### config.mk
export PLATFORM = sky130hd
export DESIGN_NAME = ubrk_top
export DESIGN_NICKNAME = d
export VERILOG_FILES = /design/src/hw/ubrk_pkg.sv /design/src/hw/ubrk_chan_if.sv /design/src/hw/ubrk_chan_cmp.sv /design/src/hw/ubrk_top.sv
export SDC_FILE = /design/constraint.sdc
export NUM_CORES = 1
export LEC_CHECK = 0
export BUFFER_PORTS_ARGS = -buffer_cell sky130_fd_sc_hd__buf_2
export CORE_ASPECT_RATIO = 0.75
export CORE_MARGIN = 4
export CORE_UTILIZATION = 55
export DETAILED_ROUTE_END_ITERATION = 10
export PLACE_DENSITY = 0.93
export SLEW_MARGIN = 20
export SYNTH_ARGS = -nofsm -noshare
export SYNTH_HDL_FRONTEND = slang
export SYNTH_HIERARCHICAL = 1
export SYNTH_SLANG_ARGS = --single-unit
### constraint.sdc
create_clock -name sys_clk -period 12.86 [get_ports sys_clk]
set_input_delay 1.286 -clock sys_clk [delete_from_list [all_inputs] [get_ports sys_clk]]
set_output_delay 1.286 -clock sys_clk [all_outputs]
set_load 0.02 [all_outputs]
### src/hw/ubrk_pkg.sv
/*
 package for the two-channel breakpoint comparator: widths, field layouts,
 cycle-type encodings and reset values. assumes nothing of its surroundings.
*/
package ubrk_pkg;
   localparam int ADDR_W  = 32;
   localparam int DATA_W  = 32;
   localparam int ADDRESS_SPACE_ID_W  = 8;
   localparam int COUNT_W = 12;

   // cycle select fields, one set per channel
   typedef enum logic [1:0] {UBRK_ID_NONE, UBRK_ID_FETCH, UBRK_ID_DATA, UBRK_ID_BOTH} ubrk_ida_t;
   typedef enum logic [1:0] {UBRK_RW_NONE, UBRK_RW_READ, UBRK_RW_WRITE, UBRK_RW_BOTH} ubrk_rw_t;
   typedef enum logic [1:0] {UBRK_SZ_ANY, UBRK_SZ_BYTE, UBRK_SZ_WORD, UBRK_SZ_LONG} ubrk_sz_t;

   typedef struct packed {
      logic      dma_not_cpu;
      ubrk_ida_t ida;
      ubrk_rw_t  rw;
      ubrk_sz_t  size;
   } ubrk_cycle_t;

   // one observed bus cycle
   typedef struct packed {
      logic              valid;
      logic              from_dma;
      logic              fetch;
      logic              write;
      ubrk_sz_t          size;
      logic [ADDR_W-1:0] addr;
      logic [DATA_W-1:0] data;
      logic [ADDRESS_SPACE_ID_W-1:0] address_space_id;
   } ubrk_bus_t;

   localparam logic [COUNT_W-1:0] COUNT_RESET = 12'h000;
   localparam logic [COUNT_W-1:0] COUNT_ONE   = 12'h001;
   localparam logic [1:0]         LONG_LSBS   = 2'h3;
   localparam logic [1:0]         WORD_LSBS   = 2'h1;
   localparam int                 HALF_W      = 16;
endpackage : ubrk_pkg

### src/hw/ubrk_chan_if.sv
/*
 interface carrying one channel's settings between top and comparator.
 assumes settings are held stable by the top.
*/
`timescale 1ns/1ps
interface ubrk_chan_if;
   import ubrk_pkg::*;
   logic [ADDR_W-1:0] cmp_addr;
   logic [ADDR_W-1:0] addr_mask;
   ubrk_cycle_t       cyc;
   logic [DATA_W-1:0] cmp_data;
   logic [DATA_W-1:0] data_mask;
   logic              data_en;
   logic [ADDRESS_SPACE_ID_W-1:0] space_id;
   logic              address_space_id_en;
   modport top (output cmp_addr, addr_mask, cyc, cmp_data, data_mask, data_en,
                space_id, address_space_id_en);
   modport cmp (input cmp_addr, addr_mask, cyc, cmp_data, data_mask, data_en,
                space_id, address_space_id_en);
endinterface : ubrk_chan_if

### src/hw/ubrk_chan_cmp.sv
/*
 one breakpoint channel comparator, purely combinational.
 assumes the bus cycle descriptor is valid for one clock per cycle.
*/
`timescale 1ns/1ps
module ubrk_chan_cmp (
   ubrk_chan_if.cmp          cfg,
   input  ubrk_pkg::ubrk_bus_t bus,
   output logic              hit
);
   import ubrk_pkg::*;
   logic [ADDR_W-1:0] ign;
   logic              addr_ok;
   logic              type_ok;
   logic              dir_ok;
   logic              size_ok;
   logic              data_ok;
   logic              address_space_id_ok;
   logic              legal;
   logic [DATA_W-1:0] dsel;
   logic [DATA_W-1:0] msel;

   always_comb begin
      ign = cfg.addr_mask;
      if (bus.size == UBRK_SZ_LONG) begin
         ign[1:0] = ign[1:0] | LONG_LSBS;
      end else if (bus.size == UBRK_SZ_WORD && !bus.fetch) begin
         ign[0] = 1'b1;
      end
      addr_ok = ((bus.addr ^ cfg.cmp_addr) & ~ign) == '0;
      unique case (cfg.cyc.ida)
         UBRK_ID_NONE:  type_ok = 1'b0;
         UBRK_ID_FETCH: type_ok = bus.fetch;
         UBRK_ID_DATA:  type_ok = !bus.fetch;
         UBRK_ID_BOTH:  type_ok = 1'b1;
      endcase
      unique case (cfg.cyc.rw)
         UBRK_RW_NONE:  dir_ok = 1'b0;
         UBRK_RW_READ:  dir_ok = !bus.write;
         UBRK_RW_WRITE: dir_ok = bus.write;
         UBRK_RW_BOTH:  dir_ok = 1'b1;
      endcase
      size_ok = (cfg.cyc.size == UBRK_SZ_ANY) || (cfg.cyc.size == bus.size);
      // byte/word data sits in the low half; upper half ignored there
      dsel = bus.data;
      msel = cfg.data_mask;
      if (bus.size != UBRK_SZ_LONG) begin
         msel[DATA_W-1:HALF_W] = '1;
      end
      data_ok = !cfg.data_en || bus.fetch || (((dsel ^ cfg.cmp_data) & ~msel) == '0);
      address_space_id_ok = !cfg.address_space_id_en || (bus.address_space_id == cfg.space_id);
      // fetches are even-addressed reads; dma does no fetches
      legal = !(bus.fetch && (bus.write || bus.addr[0] || cfg.cmp_addr[0]))
              && !(bus.from_dma && bus.fetch)
              && (bus.from_dma == cfg.cyc.dma_not_cpu);
      hit = bus.valid && legal && addr_ok && type_ok && dir_ok && size_ok
            && data_ok && address_space_id_ok;
   end
endmodule : ubrk_chan_cmp

### src/hw/ubrk_top.sv
/*
 two-channel user breakpoint comparator: channel settings, sequencing,
 execution counting and break request with exception ordering.
 assumes the pipeline presents one cpu cycle and one dma cycle per clock at
 most, in bus order, and marks the memory-access stage of a settings write.
*/
`timescale 1ns/1ps
module ubrk_top (
   input  wire logic                          sys_clk,
   input  wire logic                          reset_n,
   // settings write, presented at the memory-access stage
   input  wire logic                          cfg_write,
   input  wire logic                          cfg_from_cpu,
   input  wire logic [ubrk_pkg::ADDR_W-1:0]   chan_a_compare_address,
   input  wire logic [ubrk_pkg::ADDR_W-1:0]   chan_a_address_mask,
   input  ubrk_pkg::ubrk_cycle_t              chan_a_cycle_select,
   input  wire logic [ubrk_pkg::ADDRESS_SPACE_ID_W-1:0]   chan_a_space_id,
   input  wire logic [ubrk_pkg::ADDR_W-1:0]   chan_b_compare_address,
   input  wire logic [ubrk_pkg::ADDR_W-1:0]   chan_b_address_mask,
   input  ubrk_pkg::ubrk_cycle_t              chan_b_cycle_select,
   input  wire logic [ubrk_pkg::DATA_W-1:0]   chan_b_compare_data,
   input  wire logic [ubrk_pkg::DATA_W-1:0]   chan_b_data_mask,
   input  wire logic                          chan_b_data_enable,
   input  wire logic [ubrk_pkg::ADDRESS_SPACE_ID_W-1:0]   chan_b_space_id,
   input  wire logic                          address_space_id_check_enable,
   input  wire logic                          sequential_mode_bit,
   input  wire logic                          chan_a_after_exec_select,
   input  wire logic                          chan_b_after_exec_select,
   input  wire logic                          count_enable,
   input  wire logic [ubrk_pkg::COUNT_W-1:0]  execution_count_target,
   input  wire logic                          flag_clear,
   // observed bus cycles
   input  ubrk_pkg::ubrk_bus_t                cpu_bus,
   input  ubrk_pkg::ubrk_bus_t                dma_bus,
   // instruction boundary and exception inputs from the pipeline
   input  wire logic                          insn_retire,
   input  wire logic                          fetch_exception,
   input  wire logic                          operand_exception,
   // outputs
   output logic                               break_pre,
   output logic                               break_post,
   output logic                               take_fetch_exc,
   output logic                               take_operand_exc,
   output logic                               chan_a_match_flag,
   output logic                               chan_b_match_flag,
   output logic [ubrk_pkg::COUNT_W-1:0]       count_remaining
);
   import ubrk_pkg::*;

   typedef struct packed {
      logic [ADDR_W-1:0]  a_addr;
      logic [ADDR_W-1:0]  a_mask;
      ubrk_cycle_t        a_cyc;
      logic [ADDRESS_SPACE_ID_W-1:0]  a_address_space_id;
      logic [ADDR_W-1:0]  b_addr;
      logic [ADDR_W-1:0]  b_mask;
      ubrk_cycle_t        b_cyc;
      logic [DATA_W-1:0]  b_data;
      logic [DATA_W-1:0]  b_dmask;
      logic               b_den;
      logic [ADDRESS_SPACE_ID_W-1:0]  b_address_space_id;
      logic               address_space_id_en;
      logic               seq;
      logic               a_post;
      logic               b_post;
      logic               cnt_en;
      logic [COUNT_W-1:0] count;
      logic               a_armed;
      logic               post_pend;
      logic               break_pre;
      logic               break_post;
      logic               fetch_exc;
      logic               operand_exc;
      logic               a_flag;
      logic               b_flag;
   } ubrk_state_t;

   ubrk_state_t state;
   ubrk_state_t next_state;

   ubrk_chan_if chan_a_cfg ();
   ubrk_chan_if chan_b_cfg ();

   logic a_hit;
   logic b_hit;

   // channel a has no data compare
   assign chan_a_cfg.cmp_addr  = state.a_addr;
   assign chan_a_cfg.addr_mask = state.a_mask;
   assign chan_a_cfg.cyc       = state.a_cyc;
   assign chan_a_cfg.cmp_data  = '0;
   assign chan_a_cfg.data_mask = '1;
   assign chan_a_cfg.data_en   = 1'b0;
   assign chan_a_cfg.space_id  = state.a_address_space_id;
   assign chan_a_cfg.address_space_id_en   = state.address_space_id_en;
   assign chan_b_cfg.cmp_addr  = state.b_addr;
   assign chan_b_cfg.addr_mask = state.b_mask;
   assign chan_b_cfg.cyc       = state.b_cyc;
   assign chan_b_cfg.cmp_data  = state.b_data;
   assign chan_b_cfg.data_mask = state.b_dmask;
   assign chan_b_cfg.data_en   = state.b_den;
   assign chan_b_cfg.space_id  = state.b_address_space_id;
   assign chan_b_cfg.address_space_id_en   = state.address_space_id_en;

   ubrk_pkg::ubrk_bus_t a_bus;
   ubrk_pkg::ubrk_bus_t b_bus;

   // each channel looks at exactly one master's cycles
   assign a_bus = state.a_cyc.dma_not_cpu ? dma_bus : cpu_bus;
   assign b_bus = state.b_cyc.dma_not_cpu ? dma_bus : cpu_bus;

   ubrk_chan_cmp u_cmp_a (
      .cfg (chan_a_cfg.cmp),
      .bus (a_bus),
      .hit (a_hit)
   );

   ubrk_chan_cmp u_cmp_b (
      .cfg (chan_b_cfg.cmp),
      .bus (b_bus),
      .hit (b_hit)
   );

   logic b_counted;
   logic b_eff;
   logic a_pre_hit;
   logic b_pre_hit;
   logic a_post_hit;
   logic b_post_hit;
   logic pre_req;
   logic post_req;
   logic seq_done;

   always_comb begin
      next_state = state;
      // execution count: no break until the count is down to one, then every matching execution breaks
      b_counted = b_hit;
      if (state.cnt_en && b_hit) begin
         b_counted = (state.count <= COUNT_ONE);
      end
      // sequence uses armed state from earlier cycles only
      seq_done = state.a_armed && b_counted;
      b_eff    = state.seq ? seq_done : b_counted;
      a_pre_hit  = a_hit && !state.a_post && !state.seq;
      a_post_hit = a_hit && state.a_post && !state.seq;
      b_pre_hit  = b_eff && !state.b_post;
      b_post_hit = b_eff && state.b_post;
      // pre-execution fetch break on a with simultaneous b still breaks
      if (state.seq && a_hit && b_hit && !state.a_post
          && state.a_cyc.ida == UBRK_ID_FETCH) begin
         a_pre_hit = 1'b1;
      end
      pre_req  = a_pre_hit || b_pre_hit;
      post_req = a_post_hit || b_post_hit || state.post_pend;

      if (state.seq && a_hit) begin
         next_state.a_armed = 1'b1;
      end
      if (seq_done) begin
         next_state.a_armed = 1'b0;
      end
      if (state.cnt_en && b_hit && state.count > COUNT_ONE) begin
         next_state.count = state.count - COUNT_ONE;
      end

      // fetch exception wins over the break; pre break wins over operand
      next_state.fetch_exc   = fetch_exception;
      next_state.break_pre   = pre_req && !fetch_exception;
      next_state.operand_exc = operand_exception && !fetch_exception && !pre_req;
      // post break waits for the instruction to retire; any operand fault drops it
      next_state.post_pend  = post_req && !insn_retire;
      next_state.break_post = post_req && insn_retire && !operand_exception
                              && !fetch_exception && !pre_req;
      if (post_req && operand_exception) begin
         next_state.post_pend = 1'b0;
      end

      // sticky flags: a new hit wins over the clear
      if (flag_clear) begin
         next_state.a_flag = 1'b0;
         next_state.b_flag = 1'b0;
      end
      if (a_hit && (!state.seq || a_pre_hit)) begin
         next_state.a_flag = 1'b1;
      end
      if (b_eff || (state.seq && a_pre_hit && b_hit)) begin
         next_state.b_flag = 1'b1;
      end

      // writes land at the memory-access stage, so the fetch already in
      // this cycle is judged against the old values
      if (cfg_write && cfg_from_cpu) begin
         next_state.a_addr  = chan_a_compare_address;
         next_state.a_mask  = chan_a_address_mask;
         next_state.a_cyc   = chan_a_cycle_select;
         next_state.a_address_space_id  = chan_a_space_id;
         next_state.b_addr  = chan_b_compare_address;
         next_state.b_mask  = chan_b_address_mask;
         next_state.b_cyc   = chan_b_cycle_select;
         next_state.b_data  = chan_b_compare_data;
         next_state.b_dmask = chan_b_data_mask;
         next_state.b_den   = chan_b_data_enable;
         next_state.b_address_space_id  = chan_b_space_id;
         next_state.address_space_id_en = address_space_id_check_enable;
         next_state.seq     = sequential_mode_bit;
         next_state.a_post  = chan_a_after_exec_select;
         next_state.b_post  = chan_b_after_exec_select;
         next_state.cnt_en  = count_enable;
         next_state.count   = execution_count_target;
         next_state.a_armed = 1'b0;
         next_state.post_pend = 1'b0;
      end
   end

   always_ff @(posedge sys_clk) begin
      if (!reset_n) begin
         state <= '0;
         state.count <= COUNT_RESET;
      end else begin
         state <= next_state;
      end
   end

   assign break_pre         = state.break_pre;
   assign break_post        = state.break_post;
   assign take_fetch_exc    = state.fetch_exc;
   assign take_operand_exc  = state.operand_exc;
   assign chan_a_match_flag = state.a_flag;
   assign chan_b_match_flag = state.b_flag;
   assign count_remaining   = state.count;
endmodule : ubrk_top

# After elaboration in Yosys (flattened, before gate mapping)
# Cells that the tools add are included.
# Widths: inputs -> output; s select.
classes:
  muxes: 24
  addsub: 1
  div_mod_pow: 0
  magnitude_cmp: 2
  bitwise_logic: 10
  shifts: 0
  n_mul: 0
  n_eq_ne: 23
  reduce_logical: 95
op_table:
  columns: ["cell", "n"]
  rows:
  - ["$mux 78", 2]
  - ["$and 32x32->32", 3]
  - ["$logic_not 32->1", 3]
  - ["$not 32->32", 3]
  - ["$xor 32x32->32", 3]
  - ["$logic_and 1x1->1", 49]
  - ["$eq 2x2->1 const B", 12]
  - ["$logic_not 1->1", 17]
  - ["$eq 8x8->1", 2]
  - ["$mux 16", 1]
  - ["$pmux 1 s4", 4]
  - ["$logic_or 1x1->1", 15]
  - ["$mux 1", 14]
  - ["$mux 14", 1]
  - ["$gt 12x1->1 const B", 1]
  - ["$le 12x1->1 const B", 1]
  - ["$logic_not 2->1", 6]
  - ["$mux 12", 1]
  - ["$sub 12x1->12 const B", 1]
  - ["$eq 2x1->1 const B", 4]
  - ["$reduce_bool 2->1", 3]
  - ["$reduce_or 3->1", 2]
  - ["$eq 2x2->1", 2]
  - ["$eq 1x1->1", 2]
  - ["other kinds (3)", 3]
word_totals:
  n_memories: 0
  rom_bits: 0
  input_bits: 404
  wordCells: 186
  out_inout_bits: 18
  mem_bits_rw: 0
  latchBits: 0
  register_bits: 248

# Longest topological paths before layout
depth:
  ltp_word: 25
  ltp_mapped: 15
  depth_no_buf: 11

# Modules after synthesis
# Netlist, hierarchy kept.
by_module_without_submodules:
  columns: ["mod", "n_inst", "area_per_inst_um2", "cells_each", "seq_area_each_um2"]
  rows:
  - ["ubrk_top", 1, 10739.0, 1302, 4964.8]
  - ["ubrk_chan_cmp", 2, 1038.5, 140, 0.0]

# Worst setup path before layout
# Ideal clock, no wire load.
synth_path:
  path_kind: "register -> register"
  startpoint: "register state (netlist bit chan_b_cfg.cyc[6])"
  endpoint: "register state (netlist bit count_remaining[11])"
  required_time_ns: 12.769
  setup_slack_ns: 8.389
  synth_period_minus_slack_ns: 4.471
  arrival_time_ns: 4.380
  path_buffers: 4
  setup_time_ns: 0.091
  path_stages_with_launch: 16
  cell_sequence: "dfxtp_1 clkbuf_1 clkbuf_1 buf_1 mux2_2 o41ai_1 o221ai_1 a21oi_1 nand4_1 nor4_1 o31a_1 or4bb_4 or2_0 buf_2 or4_1 a311oi_1"
synth_rtl:
  columns: ["item", "line_no", "text"]
  rows:
  - ["from (decl)", "ubrk_top.sv:78", "ubrk_state_t state;"]
  - ["from (signal assigned)", "ubrk_top.sv:220", "state <= next_state;"]

==> results.json <==
{
  "status": "completed",
  "grt.overflow.total": 0,
  "setup_viol": 0,
  "grt_pass1_wl_mm": 65.8,
  "path_cells": "buf_4 -> mux2_2 -> o41ai_1 -> o221ai_1 -> a21oi_1 -> nand4_1 -> nor4_1 -> o31a_1 -> or4bb_4 -> or2_0 -> or4_1 -> a311oi_1",
  "fmax_mhz": 194,
  "synth_ff_type": "dfxtp_1",
  "final_cell_mix": "nand2_1 (465), buf_2 (421), dfxtp_1 (246)",
  "post-route-min-period_ns": 5.16,
  "hp-start": "chan_b_cfg.data_mask[19]",
  "wl_per_cell_um": 19.1,
  "yosysUniqueCellTypes": 54,
  "syn_area_um2": 12800,
  "yosysSeqAreaShare_pct": 38.7,
  "core_area_um2": 22900,
  "clkTransAtPathRegs_ns": 0.06,
  "synth-edff-count": 0,
  "rsz0062_at_grt": "no",
  "worst_ep_arrival_time_ns": 5.59,
  "dieWidth_um": 184,
  "worst-slew-pin-transition_ns": 1.06,
  "synthArstFlopShare_pct": 0,
  "final_hold_viol_count": 0,
  "core.rowCount": 48,
  "ctsHoldBuffers": 0,
  "synth.top_cell.area_share_pct": 38.7,
  "fin_total_pwr_mw": 1.92,
  "critPathLaunchType": "flop",
  "drive_gt1_share_pct": 31.9,
  "avgSynthCellArea_um2": 8.10,
  "syn2layout_area_growth_pct": 24.6,
  "endpoint_kind": "flop",
  "critPathLaunch": "chan_b_cfg.cyc[6]",
  "post-dp-hpwl_mm": 33.5,
  "crit_required_ns": 13.30,
  "clockRootBuffer": "clkbuf_16",
  "die_y_um": 140,
  "cts_tree": "built",
  "cts_resized": 0,
  "crit_type": "reg -> reg",
  "clk_latency_ns": 0.53,
  "portBuffers": 421,
  "routed.top_layer": "met5",
  "regToRegStartpoint": "chan_b_cfg.cyc[6]",
  "antenna_found_initial": 8,
  "max_slew_margin_pct": 29.3,
  "remaining_drc_errors": 0,
  "ant_nets": 0,
  "whs_ns": 0.455,
  "grt_pass1_vias": 12800,
  "drt-met1-wl_mm": 17.0,
  "ioPinCount": 422,
  "syn_inst": 1582,
  "htreeDepth": 1,
  "hold_path.class": "reg -> reg",
  "synth_top_cell_by_area": "dfxtp_1",
  "cellLeakagePower_nw": 6.37,
  "pwr_density_cell_nw_per_um2": 120,
  "track_usage_pct": 31.8,
  "numCtsBuffers": 25,
  "cts_max_path_buffers": 3,
  "cap_violations": 0,
  "met2_length_mm": 21.3,
  "gp_congestion": 0.927,
  "critPathMaxFanout": 50,
  "post_cts_buffers": 0,
  "floorplan.initialDensity_pct": 55.9,
  "ys_top_cells_by_area": "dfxtp_1 (39%), mux2_2 (14%), nand2_1 (14%)",
  "layout.cells.most_common": "nand2_1",
  "critPathMaxStageDelay_ns": 0.67,
  "routed_via_density": 5.64,
  "worst_path_max_delay_cell": "buf_4",
  "nNetsFinal": 2393,
  "drtIter0Drc": 1117,
  "peakVddDrop_mv": 0.0913,
  "wl_met3_mm": 3.95,
  "vias": 13000,
  "ys_ff_latch": 248,
  "slew_violations": 0,
  "grt_max_degree": 111,
  "finalWirelength_mm": 44.1,
  "skew_ns": 0.00681,
  "dr.pass1.iters": 6,
  "cts.sinks": 248,
  "fin_crit_sh_pct": 40.1,
  "setup_tns_ns": 0,
  "yosysWarnings": 6,
  "dieArea_um2": 25800
}
==> critical path, delay by kind of cell (launching register included) <==
kind                   cells  cell delay [ns]
AOI/OAI and AO/OA          5             1.39
buffers and inverters      1             0.67
DFF                        1             0.64
and+or+nand+nor            5             1.88
muxes                      1             0.44
==> logic make-up after synthesis <==
| family | after synthesis | synth area share (%) |
|---|---|---|
| simple gates | 546 | 17.4 |
| compound gates | 352 | 15.2 |
| flops | 248 | 38.7 |
| mux | 160 | 14.0 |
| xor+xnor | 147 | 10.0 |
| buf+inv | 125 | 4.38 |
| fa+ha+maj | 2 | 0.195 |
| other cells | 2 | 0.0586 |
==> path summary, 6_finish.rpt <==
check,depth (start not counted),slack (ns),to
worst max register to register,12,7.70,count_remaining[11]
worst min-delay path,2,0.45,chan_b_cfg.data_mask[19]
worst min register to register,2,0.45,chan_b_cfg.data_mask[19]
worst max-delay path,12,7.70,count_remaining[11]
==> Yosys cell counts (3+ instances only) <==
library cell,count
a21oi_1,240
a311oi_1,4
a31oi_1,9
and2_1,3
and3_1,3
buf_1,4
buf_4,13
clkbuf_1,91
dfxtp_1,248
inv_1,10
mux2_2,158
nand2_1,466
nand4_1,11
nor2_1,19
nor3_1,8
nor4_1,14
o21ai_0,15
o22ai_1,59
o31ai_1,6
o41ai_1,4
or4_1,3
or4_2,3
xnor2_1,142
xor2_1,5
==> area by class of cell <==
| class | instances | area [um2] |
|---|---|---|
| antenna | 6 | 15.0 |
| clock buffer | 36 | 717 |
| clock inverter | 10 | 131 |
| fill | 1806 | 6980 |
| inverter | 11 | 46.3 |
| multi-input combinational | 1272 | 7540 |
| sequential | 248 | 4970 |
| tap | 300 | 375 |
| timing repair buffer | 429 | 2170 |
==> where the power goes <==
group          internal (mW)  total, mW  switching (mW)
clock network          0.448      0.760           0.312
logic                  0.156      0.330           0.174
registers              0.804      0.834          0.0303
==> sequential cells by signal, indices dropped and copies added, names as in the netlist, 12 cells and up <==
name	cells
chan_a_cfg.addr_mask	32
chan_a_cfg.cmp_addr	32
chan_b_cfg.addr_mask	32
chan_b_cfg.cmp_addr	32
chan_b_cfg.cmp_data	32
chan_b_cfg.data_mask	32
count_remaining	12
==> metrics by stage <==
step / setup slack, ns / cells / cell area, um2 / util (%)
finish: 7.70 / 2312 / 16000 / 69.6
global route: 7.50 / 2311 / 16000 / 69.6
CTS: 7.83 / 2306 / 15900 / 69.5
detailed placement: 7.90 / 2260 / 15100 / 65.8
global placement: 8.07 / 2260 / 15100 / 65.8
floorplan: 8.39 / 1645 / 13100 / -
==> per-layer routing <==
layer | global-route usage, % | up-vias
met2 | 54.5 | 667
li1 | - | 6137
met4 | 12.4 | 4
met3 | 6.72 | 128
met5 | 0 | -
met1 | 39.1 | 6098
Power figures use the tool's default switching activity.
